`src/shared/bfp_pkg.sv`:
```
// constants and types for the buck fault-protection sequencer
`default_nettype none
package bfp_pkg;
  localparam int unsigned CLK_MHZ = 250;
  localparam int unsigned LS_SAMPLE_NS = 50;
  localparam int unsigned MIN_OFF_NS = 200;
  localparam int unsigned HS_BLANK_NS = 200;
  localparam int unsigned UV_FILTER_NS = 7000;
  localparam int unsigned COOL_US = 5500;
  localparam int unsigned ISS_US = 3600;
  localparam int unsigned LS_SAMPLE_CYC = (LS_SAMPLE_NS * CLK_MHZ + 999) / 1000;
  localparam int unsigned MIN_OFF_CYC = (MIN_OFF_NS * CLK_MHZ + 999) / 1000;
  localparam int unsigned HS_BLANK_CYC = (HS_BLANK_NS * CLK_MHZ + 999) / 1000;
  localparam int unsigned UV_FILTER_CYC = (UV_FILTER_NS * CLK_MHZ) / 1000;
  localparam int unsigned COOL_CYC = COOL_US * CLK_MHZ;
  localparam int unsigned ISS_CYC = ISS_US * CLK_MHZ;
  localparam int unsigned OC_EVENT_LIMIT = 15;
  localparam int unsigned OC_CLEAR_RUN = 32;
  localparam int unsigned TMR_W = 24;
  localparam int unsigned CNT_W = 6;
  typedef enum logic [1:0] {
    BFP_RUN,
    BFP_COOL,
    BFP_ISS
  } bfp_mode_t;
  typedef enum logic [1:0] {
    BFP_PH_HIGH,
    BFP_PH_LOW,
    BFP_PH_WAIT
  } bfp_phase_t;
endpackage : bfp_pkg
`default_nettype wire

```
`src/hdl/bfp_sequencer.sv`:
```
// fault-protection sequencer for a synchronous buck controller
// Summary of operation
// RULE1: sample low-side comparator 50 ns after turn-on
// RULE2: high-side on at every cycle start normally
// RULE3: low-side drop over setpoint enters current limit
// RULE4: in current limit skip cycle-start high pulse
// RULE5: limited cycle: high on when current falls back
// RULE6: pwm comparator still ends high-side pulse
// RULE7: low-side limiting only during off-time
// RULE8: enforce 200 ns minimum off-time each cycle
// RULE9: hiccup after 15 counted over-current events
// RULE10: 32 clean cycles between events clear counter
// RULE11: blank high-side comparator 200 ns after turn-on
// RULE12: unblanked high-side trip enters hiccup immediately
// RULE13: undervoltage guard active only after soft-start
// RULE14: undervoltage over 7 us enters hiccup
// RULE15: hiccup: 5.5 ms off, then 3.6 ms soft-start
// RULE16: count over-current once per off-time start
// RULE17: during soft-start undervoltage cannot cause hiccup
// RULE18: hiccup entry clears counter and undervoltage filter
`timescale 1ns/10ps
`default_nettype none
module bfp_sequencer
  import bfp_pkg::*;
#(
  parameter int unsigned P_COOL_CYC = COOL_CYC,
  parameter int unsigned P_ISS_CYC = ISS_CYC,
  parameter int unsigned P_OC_LIMIT = OC_EVENT_LIMIT,
  parameter int unsigned P_CLEAR_RUN = OC_CLEAR_RUN
) (
  input wire logic i_clk,
  input wire logic i_nrst,
  input wire logic i_cycle_start,
  input wire logic i_pwm_end,
  input wire logic i_ls_over_limit,
  input wire logic i_hs_over_limit,
  input wire logic i_output_undervoltage_guard,
  input wire logic i_ext_ss_done,
  output logic o_hs_gate,
  output logic o_ls_gate,
  output logic o_current_limit,
  output logic o_hiccup,
  output logic o_internal_ss,
  output logic o_hs_blank
);

  localparam logic [TMR_W-1:0] LS_SAMPLE_T = TMR_W'(LS_SAMPLE_CYC);
  localparam logic [TMR_W-1:0] MIN_OFF_T = TMR_W'(MIN_OFF_CYC);
  localparam logic [TMR_W-1:0] HS_BLANK_T = TMR_W'(HS_BLANK_CYC);
  localparam logic [TMR_W-1:0] UV_FILT_T = TMR_W'(UV_FILTER_CYC);
  localparam logic [TMR_W-1:0] COOL_T = TMR_W'(P_COOL_CYC);
  localparam logic [TMR_W-1:0] ISS_T = TMR_W'(P_ISS_CYC);
  localparam logic [CNT_W-1:0] OC_LIM = CNT_W'(P_OC_LIMIT);
  localparam logic [CNT_W-1:0] CLR_RUN = CNT_W'(P_CLEAR_RUN);
  localparam logic [TMR_W-1:0] ONE_T = TMR_W'(1);
  localparam logic [CNT_W-1:0] ONE_C = CNT_W'(1);

  // mode state
  bfp_mode_t mode_ff, nxt_mode;
  logic [TMR_W-1:0] mode_tmr_ff, nxt_mode_tmr;
  // switching phase state
  bfp_phase_t ph_ff, nxt_ph;
  logic [TMR_W-1:0] ph_tmr_ff, nxt_ph_tmr;
  logic climit_ff, nxt_climit;
  logic sampled_ff, nxt_sampled;
  logic hs_gate_ff, nxt_hs_gate;
  logic ls_gate_ff, nxt_ls_gate;
  logic blank_ff, nxt_blank;
  // fault bookkeeping
  logic [CNT_W-1:0] oc_cnt_ff, nxt_oc_cnt;
  logic [CNT_W-1:0] clean_cnt_ff, nxt_clean_cnt;
  logic [TMR_W-1:0] uv_tmr_ff, nxt_uv_tmr;
  logic hiccup_ff, nxt_hiccup;
  logic iss_ff, nxt_iss;

  logic switching;
  logic off_sample;
  logic hs_trip;
  logic ls_trip;
  logic uv_trip;
  logic skip_cyc;
  logic enter_hiccup;

  assign switching = (mode_ff != BFP_COOL);

  // decisions taken from present state
  always_comb begin
    // first low-side sample, LS_SAMPLE_T clocks into the off-time
    off_sample = switching && (ph_ff == BFP_PH_LOW) && !sampled_ff &&
      (ph_tmr_ff >= LS_SAMPLE_T); // RULE1 RULE16
    // limited and still over at cycle start: pulse skipped
    skip_cyc = switching && (ph_ff == BFP_PH_LOW) && climit_ff &&
      sampled_ff && i_cycle_start && i_ls_over_limit; // RULE4
    ls_trip = 1'b0;
    if (off_sample && i_ls_over_limit && oc_cnt_ff + ONE_C >= OC_LIM) begin
      ls_trip = 1'b1; // RULE9
    end
    // unblanked short while the high side is on: no counting
    hs_trip = switching && hs_gate_ff && !blank_ff &&
      i_hs_over_limit; // RULE11 RULE12
    // only once the filter span has run out without a gap
    uv_trip = (mode_ff == BFP_RUN) && i_ext_ss_done &&
      i_output_undervoltage_guard && (uv_tmr_ff >= UV_FILT_T); // RULE14 RULE17
    enter_hiccup = ls_trip || hs_trip || uv_trip;
  end

  // mode next state
  // cool-down, then internal soft-start, both timed in clocks
  always_comb begin
    nxt_mode = mode_ff;
    nxt_mode_tmr = mode_tmr_ff;
    nxt_hiccup = 1'b0;
    nxt_iss = 1'b0;
    if (enter_hiccup) begin
      nxt_mode = BFP_COOL; // RULE15
      nxt_mode_tmr = '0;
    end else begin
      unique case (mode_ff)
        BFP_RUN: begin
          nxt_mode_tmr = '0;
        end
        BFP_COOL: begin
          if (mode_tmr_ff + ONE_T >= COOL_T) begin
            nxt_mode = BFP_ISS; // RULE15
            nxt_mode_tmr = '0;
          end else begin
            nxt_mode_tmr = mode_tmr_ff + ONE_T;
          end
        end
        BFP_ISS: begin
          if (mode_tmr_ff + ONE_T >= ISS_T) begin
            nxt_mode = BFP_RUN; // RULE15
            nxt_mode_tmr = '0;
          end else begin
            nxt_mode_tmr = mode_tmr_ff + ONE_T;
          end
        end
        // illegal code: fall back to regulation
        default: begin
          nxt_mode = BFP_RUN;
          nxt_mode_tmr = '0;
        end
      endcase
    end
    nxt_hiccup = (nxt_mode == BFP_COOL);
    nxt_iss = (nxt_mode == BFP_ISS);
  end

  always_ff @(posedge i_clk) begin
    if (!i_nrst) begin
      mode_ff <= BFP_RUN;
      mode_tmr_ff <= '0;
      hiccup_ff <= 1'b0;
      iss_ff <= 1'b0;
    end else begin
      mode_ff <= nxt_mode;
      mode_tmr_ff <= nxt_mode_tmr;
      hiccup_ff <= nxt_hiccup;
      iss_ff <= nxt_iss;
    end
  end

  // switching phase next state
  always_comb begin
    nxt_ph = ph_ff;
    nxt_ph_tmr = ph_tmr_ff;
    nxt_climit = climit_ff;
    nxt_sampled = sampled_ff;
    nxt_hs_gate = 1'b0;
    nxt_ls_gate = 1'b0;
    nxt_blank = 1'b0;
    // hiccup or cool-down: both gates off, wait for a cycle start
    if (enter_hiccup || !switching) begin
      nxt_ph = BFP_PH_WAIT; // RULE15
      nxt_ph_tmr = '0;
      nxt_climit = 1'b0;
      nxt_sampled = 1'b0;
    end else begin
      unique case (ph_ff)
        BFP_PH_HIGH: begin
          // pulse end set by the pwm comparator
          if (i_pwm_end) begin
            nxt_ph = BFP_PH_LOW; // RULE6
            nxt_ph_tmr = '0;
            nxt_sampled = 1'b0;
          end else begin
            nxt_ph_tmr = ph_tmr_ff + ONE_T;
          end
        end
        BFP_PH_LOW: begin
          nxt_ph_tmr = ph_tmr_ff + ONE_T;
          if (off_sample) begin
            nxt_sampled = 1'b1;
            nxt_climit = i_ls_over_limit; // RULE3 RULE7
          end
          if (ph_tmr_ff + ONE_T >= MIN_OFF_T) begin // RULE8
            // back under the limit: restart the high side at once
            if (climit_ff && (sampled_ff || off_sample) &&
              !i_ls_over_limit) begin
              nxt_ph = BFP_PH_HIGH; // RULE5
              nxt_ph_tmr = '0;
              nxt_climit = 1'b0;
            end else if (i_cycle_start && !climit_ff &&
              !(off_sample && i_ls_over_limit)) begin
              nxt_ph = BFP_PH_HIGH; // RULE2
              nxt_ph_tmr = '0;
            end
          end
          // skipped cycle still counts: sample again on the next edge
          if (skip_cyc) begin
            nxt_sampled = 1'b0; // RULE4 RULE9
          end
          // cycle start while limited: pulse skipped, keep low on
        end
        BFP_PH_WAIT: begin
          nxt_ph_tmr = '0;
          if (i_cycle_start) begin
            nxt_ph = BFP_PH_HIGH; // RULE2
          end
        end
        default: begin
          nxt_ph = BFP_PH_WAIT;
          nxt_ph_tmr = '0;
        end
      endcase
    end
    nxt_hs_gate = (nxt_ph == BFP_PH_HIGH);
    nxt_ls_gate = (nxt_ph == BFP_PH_LOW);
    // first unblanked sample falls 200 ns after turn-on
    nxt_blank = (nxt_ph == BFP_PH_HIGH) &&
      (nxt_ph_tmr + ONE_T < HS_BLANK_T); // RULE11
  end

  always_ff @(posedge i_clk) begin
    if (!i_nrst) begin
      ph_ff <= BFP_PH_WAIT;
      ph_tmr_ff <= '0;
      climit_ff <= 1'b0;
      sampled_ff <= 1'b0;
      hs_gate_ff <= 1'b0;
      ls_gate_ff <= 1'b0;
      blank_ff <= 1'b0;
    end else begin
      ph_ff <= nxt_ph;
      ph_tmr_ff <= nxt_ph_tmr;
      climit_ff <= nxt_climit;
      sampled_ff <= nxt_sampled;
      hs_gate_ff <= nxt_hs_gate;
      ls_gate_ff <= nxt_ls_gate;
      blank_ff <= nxt_blank;
    end
  end

  // event counter, clean-run counter, undervoltage filter
  always_comb begin
    nxt_oc_cnt = oc_cnt_ff;
    nxt_clean_cnt = clean_cnt_ff;
    nxt_uv_tmr = '0;
    // hiccup entry wins over any count update
    // one sample per off-time, plus one per skipped cycle, feeds both counters
    if (enter_hiccup) begin
      nxt_oc_cnt = '0; // RULE18
      nxt_clean_cnt = '0;
    end else if (off_sample) begin
      if (i_ls_over_limit) begin
        nxt_oc_cnt = oc_cnt_ff + ONE_C; // RULE9 RULE16
        nxt_clean_cnt = '0;
      end else if (clean_cnt_ff + ONE_C >= CLR_RUN) begin
        nxt_oc_cnt = '0; // RULE10
        nxt_clean_cnt = '0;
      end else begin
        nxt_clean_cnt = clean_cnt_ff + ONE_C;
      end
    end
    // any gap in the indication restarts the filter
    if (!enter_hiccup && mode_ff == BFP_RUN && i_ext_ss_done &&
      i_output_undervoltage_guard) begin
      nxt_uv_tmr = uv_tmr_ff + ONE_T; // RULE13 RULE14
    end
  end

  always_ff @(posedge i_clk) begin
    if (!i_nrst) begin
      oc_cnt_ff <= '0;
      clean_cnt_ff <= '0;
      uv_tmr_ff <= '0;
    end else begin
      oc_cnt_ff <= nxt_oc_cnt;
      clean_cnt_ff <= nxt_clean_cnt;
      uv_tmr_ff <= nxt_uv_tmr;
    end
  end

  assign o_hs_gate = hs_gate_ff;
  assign o_ls_gate = ls_gate_ff;
  assign o_current_limit = climit_ff;
  assign o_hiccup = hiccup_ff;
  assign o_internal_ss = iss_ff;
  assign o_hs_blank = blank_ff;

endmodule : bfp_sequencer
`default_nettype wire

```
`config.mk`:
```
export PLATFORM = sky130hd
export DESIGN_NAME = bfp_sequencer
export DESIGN_NICKNAME = d
export VERILOG_FILES = /design/src/shared/bfp_pkg.sv /design/src/hdl/bfp_sequencer.sv
export SDC_FILE = /design/constraint.sdc
export NUM_CORES = 1
export LEC_CHECK = 0
export ABC_CLOCK_PERIOD_IN_PS = 4490
export BUFFER_PORTS_ARGS = -buffer_cell sky130_fd_sc_hd__clkbuf_2
export CAP_MARGIN = 20
export CELL_PAD_IN_SITES_DETAIL_PLACEMENT = 2
export CELL_PAD_IN_SITES_GLOBAL_PLACEMENT = 2
export CORE_MARGIN = 2
export CORE_UTILIZATION = 38
export DETAILED_ROUTE_END_ITERATION = 10
export MAX_ROUTING_LAYER = met4
export PLACE_DENSITY_LB_ADDON = 0.3
export SYNTH_ARGS = -nofsm -noshare
export SYNTH_HDL_FRONTEND = slang
export SYNTH_SLANG_ARGS = --single-unit
export TNS_END_PERCENT = 1
```
`constraint.sdc`:
```
create_clock -name i_clk -period 4.49 [get_ports i_clk]
set_clock_uncertainty 0.1 [all_clocks]
set_input_delay 0.898 -clock i_clk [delete_from_list [all_inputs] [get_ports i_clk]]
set_output_delay 0.898 -clock i_clk [all_outputs]
set_load 0.03 [all_outputs]
```
# ---- Word-level counts from Yosys, hierarchy flattened
# Cells that the tools add are included.
dict set report word_totals {
  ff_bits 95
  in_bits 8
  elab_cells 115
  output_inout_bits 6
}
dict set report op_classes {
  mux 32
  bitwise 1
  n_lt_le_gt_ge 8
  n_addsub 6
  eq_ne 10
  reduce_logical 44
}
# cell n
set op_table {}
lappend op_table {{$mux W24} 7}
lappend op_table {{$add A24 B1 Y24 const B} 4}
lappend op_table {{$pmux W24 S2} 2}
lappend op_table {{$ge A24 B11 Y1 const B} 1}
lappend op_table {{$ge A24 B20 Y1 const B} 1}
lappend op_table {{$ge A24 B21 Y1 const B} 1}
lappend op_table {{$ge A24 B4 Y1 const B} 1}
lappend op_table {{$ge A24 B6 Y1 const B} 1}
lappend op_table {{$lt A24 B6 Y1 const B} 1}
lappend op_table {{$mux W6} 4}
lappend op_table {{$logic_and A1 B1 Y1} 23}
lappend op_table {{$mux W2} 9}
lappend op_table {{$add A6 B1 Y6 const B} 2}
lappend op_table {{$pmux W2 S3} 2}
lappend op_table {{$eq A2 B1 Y1 const B} 4}
lappend op_table {{$logic_not A1 Y1} 7}
lappend op_table {{$mux W1} 7}
lappend op_table {{$eq A2 B2 Y1 const B} 3}
lappend op_table {{$ge A6 B4 Y1 const B} 1}
lappend op_table {{$ge A6 B6 Y1 const B} 1}
lappend op_table {{$logic_not A2 Y1} 3}
lappend op_table {{$logic_or A1 B1 Y1} 4}
lappend op_table {{$reduce_and A2 Y1} 2}
lappend op_table {{$reduce_bool A2 Y1} 2}
lappend op_table {{7 further kinds} 8}

# ---- Depth between registers and ports, before layout
# Gate-level depths: netlist (run 1).
dict set report logic_depth {
  depth_word 15
  ltp_mapped 20
  ltp_nobuf 19
}

# ---- Worst setup path after synthesis (run 1)
# Ideal clock, no wire load.
dict set report synth_path {
  kind {register to register}
  startpoint {reg ph_tmr_ff[0]}
  endpoint {reg blank_ff, in the netlist o_hs_blank}
  t_required_ps 4320
  path_buffers 1
  synth_period_minus_slack_ps 3752
  arrival_ps 3582
  setup_ps 70
  setup_slack_ps 738
  stages_incl_launch_ff 19
  path_cell_list {dfxtp_1 -> buf_2 -> nand3_2 -> nor2_4 -> nand4_1 -> xor2_2 -> nand4_1 -> nor3_4 -> o21ai_2 -> nor2_1 -> ha_1 -> nand3_1 -> nor3_1 -> and4_1 -> o21ai_0 -> a2111oi_2 -> o211a_1 -> nand4_1 -> a21oi_1}
}
dict set report synth_via {
  elab_chain_len 13
  elab_cells_between_ends 30
  cone_classes {add/sub (2); order compare (3); mux (12); reduce/logical (13)}
}
# element line
set synth_lines {}
lappend synth_lines {{start, declared} bfp_sequencer.sv:63} ;# logic [TMR_W-1:0] ph_tmr_ff, nxt_ph_tmr;
lappend synth_lines {{start signal, assigned} bfp_sequencer.sv:245} ;# ph_tmr_ff <= nxt_ph_tmr;
lappend synth_lines {{parallel branches: the longest is 9 deep, another holds $add A24 B1 Y24} n/a}
lappend synth_lines {{$mux W24 *} bfp_sequencer.sv:173} ;# if (enter_hiccup || !switching) begin
lappend synth_lines {{net nxt_ph_tmr[0]} bfp_sequencer.sv:63}
lappend synth_lines {{$add A24 B1 Y24 *} bfp_sequencer.sv:231} ;# (nxt_ph_tmr + ONE_T < HS_BLANK_T);
lappend synth_lines {{$lt A24 B6 Y1 *} bfp_sequencer.sv:231}
lappend synth_lines {{$logic_and A1 B1 Y1 *} bfp_sequencer.sv:230} ;# nxt_blank = (nxt_ph == BFP_PH_HIGH) &&
lappend synth_lines {{end signal, assigned} bfp_sequencer.sv:250} ;# blank_ff <= nxt_blank;
lappend synth_lines {{end, declared} bfp_sequencer.sv:68} ;# logic blank_ff, nxt_blank;
# Mark *: on every way through the listed nets, which the timed path passes.
# A chain may end at the register's enable or synchronous reset.

# ---- Worst setup path after layout (run 1)
dict set report layout_path {
  startpoint {reg ph_tmr_ff[9]}
  endpoint {reg blank_ff, in the netlist o_hs_blank}
}
dict set report layout_via {
  elab_chain_len 13
  elab_cells_between_ends 30
  cone_classes {add/sub (2); order compare (3); mux (12); reduce/logical (13)}
}
# element line
set layout_lines {}
lappend layout_lines {{parallel branches: the longest is 9 deep, another holds $add A24 B1 Y24} n/a}
lappend layout_lines {{$mux W24 *} bfp_sequencer.sv:173}
lappend layout_lines {{net nxt_ph_tmr[1]} bfp_sequencer.sv:63}
lappend layout_lines {{$add A24 B1 Y24 *} bfp_sequencer.sv:231}
lappend layout_lines {{$lt A24 B6 Y1 *} bfp_sequencer.sv:231}
lappend layout_lines {{$logic_and A1 B1 Y1 *} bfp_sequencer.sv:230}
# Marks and branches as above.

==> results.cfg, run 1 <==
[run_status]
outcome = completed

[die]
rows = 46
initial_utilization_pct = 38.60
core_area_sq_um = 15710
die_area_sq_um = 16990
die_w_um = 130.3
io_pins = 14
die_y_um = 130.3

[detailed_routing]
drt_wl_total_um = 19860
drtAntennaViolNets = 0
drtIter0Drc = 255
drc_errors = 0
wl_per_cell_um = 20.00
num_vias = 5664
dr.pass1.iters = 6
vias_per_cell = 5.704

[sta]
fin_crit_sh_pct = 95.02
worst_slack_ns = 0.2235
slew_viol_final = 0
setup_violations = 0
hold_viol = 0
worst_slew_pin_slew_ns = 1.045
fmax_mhz = 234.4
finalCriticalPeriod_ns = 4.266
maxSlewHeadroom_pct = 30.19

[pwr]
swShare_pct = 25.54
fin_total_pwr_w = 0.001698
power_frac_comb_pct = 5.6
powerDensity_nw_per_um2 = 255.1
peakVddDrop_mv = 0.1696
clockPowerShare_pct = 43.1
p_leak_nw = 2.276
p_int_w = 0.001264
p_sw_w = 0.0004337
p_seq_share_pct = 51.4

[global_route]
grt.total_usage_pct = 24.55
grt_pass1_vias = 5972
gr-total-overflow = 0
use_met2_pct = 40.19
met3_usage_pct = 3.239
antenna_found_initial = 0
grt_max_degree = 25
grt_busiest_layer = met2
met1_usage_pct = 30.73
grt_pass1_wl_um = 31570

[place]
pre_cts_slack_ns = 0.1403
placed_area_sq_um = 6306
port_buffers = 13
hpwl_um = 14560
place.gp.congestion = 0.9289

[yosys]
avgSynthCellArea_sq_um = 7.969
synth_edf_count = 0
syn_inst = 761
ys_seq_elements = 95
ys.warnings.count = 0
ys_async_sr_fraction_pct = 0
synth_cell_types = 83
synth_top_area_cell = dfxtp_1
synth.most_common_cell = nor2_1
ys.flop_type = dfxtp_1
ys_top_cells_by_area = dfxtp_1 (31%), nor2_1 (7.2%), xnor2_1 (5.1%)
synth_top_cell_area_share_pct = 31.36
synth_seq_area_share_pct = 31.36
synth.cells.most_frequent = nor2_1 (117), dfxtp_1 (95), nand2_1 (64), nand3_1 (36), xnor2_1 (35)
syn_area_sq_um = 6065

[worst_setup_path]
end_kind = flop
worstPathCellList = nand3_2, nor4_4, mux2i_1, and4b_1, o21ai_1, nor3_4, o21ai_2, nor2_1, ha_1, nand3_1, nor3_2, and4_1, o21ai_0, a2111oi_2, o211a_1, nand4_1, a21oi_1
startpoint_type = flop
cp.arrival_ns = 4.45
path_class = reg -> reg
critPathMaxStageDelay_ns = 0.55
worstPathRequired_ns = 4.68
worst-path-max-fanout = 8
critPathSlowestCell = dfxtp_1

[clock_tree]
cts_root_buffer = clkbuf_16
h-tree-depth = 3
clk_path_buf_depth = 2
clock-sinks = 95
clk_pin_slew_ns = 0.07
clock_latency_ns = 0.36
cts_tree = yes
cts_buffers = 9

[layout]
regArea_sq_um = 1913
area_growth_pct = 9.738
nets = 796
fill_cells = 1804
layout-drive-gt1-share_pct = 11.97
multi_input_area_sq_um = 3926
antenna_cells = 0
finalInstanceArea_sq_um = 6655

[min_path]
hold_path.class = reg -> reg

[run]
maxCapViolCount = 0
[registers in the layout, summed over array words and instances (netlist names)]
name / cells
uv_tmr_ff: 24
o_hiccup: 1
mode_ff: 2
o_hs_gate: 1
o_internal_ss: 1
o_current_limit: 1
clean_cnt_ff: 6
o_hs_blank: 1
oc_cnt_ff: 6
sampled_ff: 1
ph_ff: 2
mode_tmr_ff: 24
o_ls_gate: 1
ph_tmr_ff: 24
[critical path, delay by kind of cell, from the launching register on]
kind                       cells  cell delay [ns]
muxes                          1             0.29
and+or+nand+nor                9             2.00
DFF                            1             0.55
adders and majority gates      1             0.21
AOI/OAI and AO/OA              6             1.06
[what timing repair did]
item,in CTS,in global routing
hold buffers,0,0
setup buffers,0,0
endpoints found under the setup margin,0,1
gates resized for setup,0,22
[power by group through the flow]
stage                     logic (W)  registers [W]  clock network (W)
final                     0.0000945       0.000872           0.000731
after global routing       0.000107       0.000873           0.000781
after CTS                 0.0000951       0.000872           0.000750
after detailed placement  0.0000947       0.000891                  0
after global placement    0.0000897       0.000890                  0
after floorplan           0.0000578       0.000893                  0
[stage by stage]
| step | TNS (ns) | hold slack (ns) | std cells | util (%) |
|---|---|---|---|---|
| final | 0 | 0.3750 | 993 | 42.36 |
| after global routing | -0.1040 | 0.4056 | 993 | 42.36 |
| after CTS | 0 | 0.3862 | 993 | 41.83 |
| after detailed placement | 0 | 0.3714 | 977 | 40.13 |
| after global placement | 0 | 0.3451 | 977 | 40.13 |
| after floorplan | 0 | 0.3297 | 776 | - |
[per-layer routing]
layer	vias to the layer above	share of wire, %
li1	2707	-
met1	2850	46
met2	70	49
met3	37	2.5
met4	0	2.9
met5	-	0
[cell type report]
| cell class | instances | share of cell area [%] |
|---|---|---|
| tap | 216 | 4.061 |
| clock inverter | 5 | 0.5076 |
| timing repair buffer | 27 | 2.557 |
| sequential | 95 | 28.75 |
| multi-input combinational | 610 | 59.00 |
| inverter | 29 | 1.636 |
| clock buffer | 11 | 3.497 |
[kinds of logic (layout without fill, tap and decap cells)]
kind of cell	Yosys count	count (layout)	synth area share, %
adders and majority gates	17	17	3.466
xor gates and xnor gates	69	69	10.09
buffers and inverters	71	72	6.004
other	1	16	0.06183
AOI/OAI and AO/OA	124	124	14.36
and+or+nand+nor	378	378	33.67
DFF	95	95	31.36
muxes	6	6	0.9903
[placed cells by master (no fill, tap or decap), types with 5 or more instances in the layout]
cell,instances
and3_1,10
nor2_1,116
mux2i_1,6
nand3_1,35
xor2_1,33
nand4b_1,5
nor3_1,20
nand2b_1,7
buf_4,14
ha_1,15
o21ai_0,21
nand2_1,63
a22oi_1,6
clkbuf_16,9
a31oi_1,11
inv_1,28
or3_1,6
nor4_1,17
o31ai_1,6
and4_1,6
nor2b_1,10
dfxtp_2,9
clkbuf_2,13
nand4_1,24
dfxtp_1,86
and2_1,8
a21oi_1,26
xnor2_1,35
o211a_1,5
conb_1,16
[final timing paths]
check / depth (start not counted) / slack, ns / endpoint / startpoint
setup / recovery: 17 / 0.22 / o_hs_blank / ph_tmr_ff[9]
hold / removal: 2 / 0.38 / clean_cnt_ff[5] / clean_cnt_ff[5]
hold reg to reg: 2 / 0.38 / clean_cnt_ff[5] / clean_cnt_ff[5]
setup reg to reg: 17 / 0.22 / o_hs_blank / ph_tmr_ff[9]
No activity file was read; power rests on OpenSTA's default activity.
==> run 2: changes to the inputs <==
==> config.mk (replaced) <==
export PLATFORM = sky130hd
export DESIGN_NAME = bfp_sequencer
export DESIGN_NICKNAME = d
export VERILOG_FILES = /design/src/shared/bfp_pkg.sv /design/src/hdl/bfp_sequencer.sv
export SDC_FILE = /design/constraint.sdc
export NUM_CORES = 1
export LEC_CHECK = 0
export ABC_CLOCK_PERIOD_IN_PS = 4490
export CAP_MARGIN = 20
export CELL_PAD_IN_SITES_DETAIL_PLACEMENT = 0
export CELL_PAD_IN_SITES_GLOBAL_PLACEMENT = 1
export CORE_MARGIN = 2
export CORE_UTILIZATION = 40
export DETAILED_ROUTE_END_ITERATION = 10
export DONT_BUFFER_PORTS = 1
export MAX_ROUTING_LAYER = met4
export PLACE_DENSITY_LB_ADDON = 0.3
export REMOVE_ABC_BUFFERS = 1
export SYNTH_ARGS = -nofsm -noshare
export SYNTH_HDL_FRONTEND = slang
export SYNTH_SLANG_ARGS = --single-unit
export TNS_END_PERCENT = 1
==> run 2 against run 1 <==
Against the previous run:
- non-clock buffer count down 6
- setup slack better by 0.056 ns
- clock-buffer cell count fell by 2
- sequential power is 0.7% higher
- via count fell by 4.9%
- critical path depth unchanged
- final cell count is 3.4% lower
- first-iteration DRC count up 51%
- flip-flop and latch count is the same
- combinational power is 23% lower
- total power increased by 2.7%
- register-to-register slack better by 0.06 ns
==> results.cfg, run 2 (synthesized netlist as in run 1, its figures left out) <==
[die]
io_pins = 14
core_area_sq_um = 15030
die_w_um = 127.1
die_y_um = 127.1
die_area_sq_um = 16160
rows = 45
initial_utilization_pct = 40.34

[worst_setup_path]
r2r_setup_slack_ns = 0.28
worstPathRequired_ns = 4.68
end_kind = flop
startpoint_type = flop
worst-path-max-fanout = 13
path_class = reg -> reg
cp.arrival_ns = 4.40

[place]
place.gp.congestion = 0.9604
pre_cts_slack_ns = 0.2546
hpwl_um = 11300
place_inst = 943
port_buffers = 0

[clock_tree]
cts_buffers = 9
clk_path_buf_depth = 2
clock-sinks = 95
cts_tree = yes
clk_pin_slew_ns = 0.08
cts_root_buffer = clkbuf_16
clock_latency_ns = 0.36
h-tree-depth = 3

[sta]
maxSlewHeadroom_pct = 36.65
hold_viol = 0
worst_slack_ns = 0.2792
worst_slew_pin_slew_ns = 0.9479
slew_viol_final = 0
setup_violations = 0
finalCriticalPeriod_ns = 4.211
rsz0062_at_grt = false
fmax_mhz = 237.5
fin_setup_tns_ns = 0
fin_crit_sh_pct = 93.78

[detailed_routing]
wl_per_cell_um = 15.77
drt_wl_total_um = 15120
drc_errors = 0
dr.pass1.iters = 5
drtAntennaViolNets = 0
num_vias = 5385
drtIter0Drc = 386
vias_per_cell = 5.615

[run_status]
outcome = completed

[global_route]
gr-total-overflow = 0
grt.total_usage_pct = 19.97
antenna_found_initial = 0
grt_pass1_wl_um = 25300
grt_pass1_vias = 5041
grt_max_degree = 25

[pwr]
fin_total_pwr_w = 0.001744
swShare_pct = 26.34
powerDensity_nw_per_um2 = 265.3
power_frac_comb_pct = 4.2
p_leak_nw = 2.233
peakVddDrop_mv = 0.1857
p_seq_share_pct = 50.4
p_int_w = 0.001284
clockPowerShare_pct = 45.5
p_sw_w = 0.0004593

[layout]
area_growth_pct = 8.376
fin_cells = 959
layout-drive-gt1-share_pct = 9.468
antenna_cells = 0
nets = 790
top_regs = mode_tmr_ff x24, ph_tmr_ff x24, uv_tmr_ff x24
final_cell_mix = nor2_1 (117), dfxtp_1 (93), nand2_1 (64), nand3_1 (36), xnor2_1 (35)
layout_commonest_cell = nor2_1

[min_path]
hold_path.class = reg -> reg

[run]
maxCapViolCount = 0
==> run 2: critical path, cell delays in order, from the launching register on <==
cell and delay [ns]:
dfxtp_1 0.59, and4_4 0.33, and2_4 0.19, nand4_1 0.14
xor2_2 0.34, nand4_1 0.20, nor3_4 0.29, o21ai_2 0.11
nor2_1 0.10, ha_1 0.21, nand3_1 0.13, nor3_1 0.25
and4_1 0.21, o21ai_0 0.09, a2111oi_2 0.40, o211a_1 0.21
nand4_1 0.09, a21oi_1 0.15
==> run 2: layout make-up <==
| class | instances | area (sq um) |
|---|---|---|
| Fill cell | 1511 | 8461 |
| Tap cell | 188 | 235.2 |
| Clock buffer | 9 | 225.2 |
| Sequential cell | 95 | 1904 |
| Inverter | 29 | 108.9 |
| Clock inverter | 7 | 86.33 |
| Multi-Input combinational cell | 610 | 3855 |
| Timing Repair Buffer | 21 | 157.7 |
==> run 2: routing by layer <==
metal | global-route usage [%] | up-vias | part of all wire, %
li1 | - | 2696 | -
met1 | 26.27 | 2522 | 48
met2 | 30.58 | 142 | 45
met3 | 3.057 | 25 | 4.3
met5 | - | - | 0
met4 | 8.727 | 0 | 2.5
==> run 2: stage by stage <==
| step | hold WS [ns] | area, sq um | utilization (%) |
|---|---|---|---|
| detailed placement | 0.3503 | 6259 | 41.63 |
| floorplan | 0.3297 | 5866 | - |
| CTS | 0.3666 | 6570 | 43.70 |
| global route | 0.4022 | 6573 | 43.72 |
| finish | 0.3613 | 6573 | 43.72 |
| global placement | 0.3416 | 6259 | 41.63 |
==> run 2: power by group through the flow <==
stage | combinational [W] | sequential [W] | clock (W)
3_3_place_gp | 0.0000710 | 0.000897 | 0
5_1_grt | 0.0000836 | 0.000880 | 0.000857
6_report | 0.0000731 | 0.000878 | 0.000793
3_5_place_dp | 0.0000724 | 0.000898 | 0
4_1_cts | 0.0000727 | 0.000878 | 0.000820
2_1_floorplan | 0.0000517 | 0.000895 | 0
==> run 2: worst paths after layout <==
| path | from | to | depth (start not counted) |
|---|---|---|---|
| max | ph_tmr_ff[7] | o_hs_blank | 17 |
| min | uv_tmr_ff[0] | uv_tmr_ff[0] | 1 |
| max reg2reg | ph_tmr_ff[7] | o_hs_blank | 17 |
| min reg2reg | uv_tmr_ff[0] | uv_tmr_ff[0] | 1 |
==> run 2: what timing repair did <==
action                     CTS  global route
hold buffers                 0             0
resized for setup            0             2
setup endpoints to repair    0             1
setup buffers                0             0
==> run 3: changes to the inputs <==
--- a/config.mk
+++ b/config.mk
@@ -10,7 +10,8 @@
 export CELL_PAD_IN_SITES_DETAIL_PLACEMENT = 0
 export CELL_PAD_IN_SITES_GLOBAL_PLACEMENT = 1
 export CORE_MARGIN = 2
-export CORE_UTILIZATION = 40
+export CORE_UTILIZATION = 49
+export CTS_CLUSTER_DIAMETER = 100
 export DETAILED_ROUTE_END_ITERATION = 10
 export DONT_BUFFER_PORTS = 1
 export MAX_ROUTING_LAYER = met4
==> run 3 against run 2 <==
Against the previous run:
- total power down 0.87%
- design area is 1.4% lower
- maximum frequency grew 1.3%
- non-clock buffer count down 9
- via count increased by 0.63%
- hold slack got worse by 0.0046 ns
- combinational power decreased by 2%
- critical endpoint unchanged
- highest routed layer unchanged
==> results.cfg, run 3 (synthesized netlist as in run 1, its figures left out) <==
[die]
die_w_um = 115.3
die_area_sq_um = 13280
initial_utilization_pct = 50.28
core_area_sq_um = 12060
die_y_um = 115.3
io_pins = 14
rows = 40

[worst_setup_path]
worst-path-max-fanout = 10
crit_top_cell = nand4_1
worstPathRequired_ns = 4.67
cp.arrival_ns = 4.34
path_class = reg -> reg
critPathSlowestCell = dfxtp_1
end_kind = flop
critPathMaxStageDelay_ns = 0.57
worstPathCellList = and4_4, and2_4, nand4_1, xor2_2, nand4_1, nor3_4, o21ai_2, nor2_1, ha_1, nand3_1, nor3_1, and4_1, o21ai_0, a2111oi_2, o211a_1, nand4_1, a21oi_1
startpoint_type = flop

[clock_tree]
cts_root_buffer = clkbuf_16
h-tree-depth = 3
clk_pin_slew_ns = 0.08
clock-sinks = 95
clk_path_buf_depth = 2
cts_tree = yes
clock_latency_ns = 0.36
cts_buffers = 9
postCtsSetupBuffers = 0

[sta]
hold_viol = 0
finalCriticalPeriod_ns = 4.156
slew_viol_final = 0
setup_violations = 0
worst_slew_pin_slew_ns = 0.9164
maxSlewHeadroom_pct = 38.76
worst_slack_ns = 0.3344
holdWs_ns = 0.3567
fin_setup_tns_ns = 0
rsz0062_at_grt = false
fin_crit_sh_pct = 92.55
fmax_mhz = 240.6

[pwr]
peakVddDrop_mv = 0.2063
p_leak_nw = 2.191
powerDensity_nw_per_um2 = 266.7

[place]
port_buffers = 0
pre_cts_slack_ns = 0.3045
hpwl_um = 10450
place.gp.congestion = 1.007

[layout]
multi_input_area_sq_um = 3855
fill_cells = 1117
layout_commonest_cell = nor2_1
area_growth_pct = 6.870
antenna_cells = 0
top_regs = mode_tmr_ff x24, ph_tmr_ff x24, uv_tmr_ff x24
final_cell_mix = nor2_1 (117), dfxtp_1 (92), nand2_1 (64), nand3_1 (36), xnor2_1 (35)
layout-drive-gt1-share_pct = 8.530
nets = 781
regArea_sq_um = 1906

[global_route]
grt_pass1_wl_um = 23950
gr-total-overflow = 0
grt.total_usage_pct = 23.00
antenna_found_initial = 0
grt_pass1_vias = 4889
grt_max_degree = 25

[detailed_routing]
dr.pass1.iters = 7
drtIter0Drc = 428
num_vias = 5419
drt_wl_total_um = 14220
drtAntennaViolNets = 0
vias_per_cell = 5.827
drc_errors = 0
wl_per_cell_um = 15.29

[min_path]
hold_path.class = reg -> reg

[run_status]
outcome = completed

[run]
maxCapViolCount = 0
run 3: metal layers:
metal  share of wire (%)  wire length [um]  GRT usage [%]
met2                  45              6373          34.94
met4                 2.5               354          7.149
met1                  47              6709          30.35
met5                   0                 0              -
met3                 5.5               787          5.430
run 3: layout make-up:
cell class / count / share of cell area (%)
inverters: 29 / 1.680
repair buffers: 12 / 1.390
clock inverters: 7 / 1.332
well taps: 168 / 3.243
multi-input cells: 610 / 59.48
flip-flops and latches: 95 / 29.40
clock buffers: 9 / 3.475
run 3: path summary, 6_finish.rpt:
kind	from	to	slack [ns]	cells after the start
max	ph_tmr_ff[8]	o_hs_blank	0.33	17
min	clean_cnt_ff[5]	clean_cnt_ff[5]	0.36	2
max reg2reg	ph_tmr_ff[8]	o_hs_blank	0.33	17
min reg2reg	clean_cnt_ff[5]	clean_cnt_ff[5]	0.36	2
run 3: worst max-delay path, delay by kind of cell (launching register included):
kind / cells / cell delay (ns)
xor gates and xnor gates: 1 / 0.34
AOI/OAI and AO/OA: 5 / 0.96
DFF: 1 / 0.57
adders and majority gates: 1 / 0.21
and+or+nand+nor: 10 / 1.91
run 3: power by group:
part,switching [W],internal [W]
Clock,0.000380,0.000399
Sequential,0.0000198,0.000858
Combinational,0.0000471,0.0000248
run 3: stage by stage:
| stage | total power (W) | cell area, sq um | util, % | std cells |
|---|---|---|---|---|
| 2_1_floorplan | 0.0009471 | 5866 | - | 734 |
| 3_3_place_gp | 0.0009674 | 6166 | 51.12 | 914 |
| 3_5_place_dp | 0.0009702 | 6166 | 51.12 | 914 |
| 4_1_cts | 0.001750 | 6477 | 53.70 | 930 |
| 5_1_grt | 0.001805 | 6481 | 53.73 | 930 |
| 6_report | 0.001728 | 6481 | 53.73 | 930 |
run 3: timing repair:
action | in CTS | in global routing
resized for setup | 0 | 3
hold endpoints to repair | 0 | 0
endpoints found under the setup margin | 0 | 1
hold buffers | 0 | 0
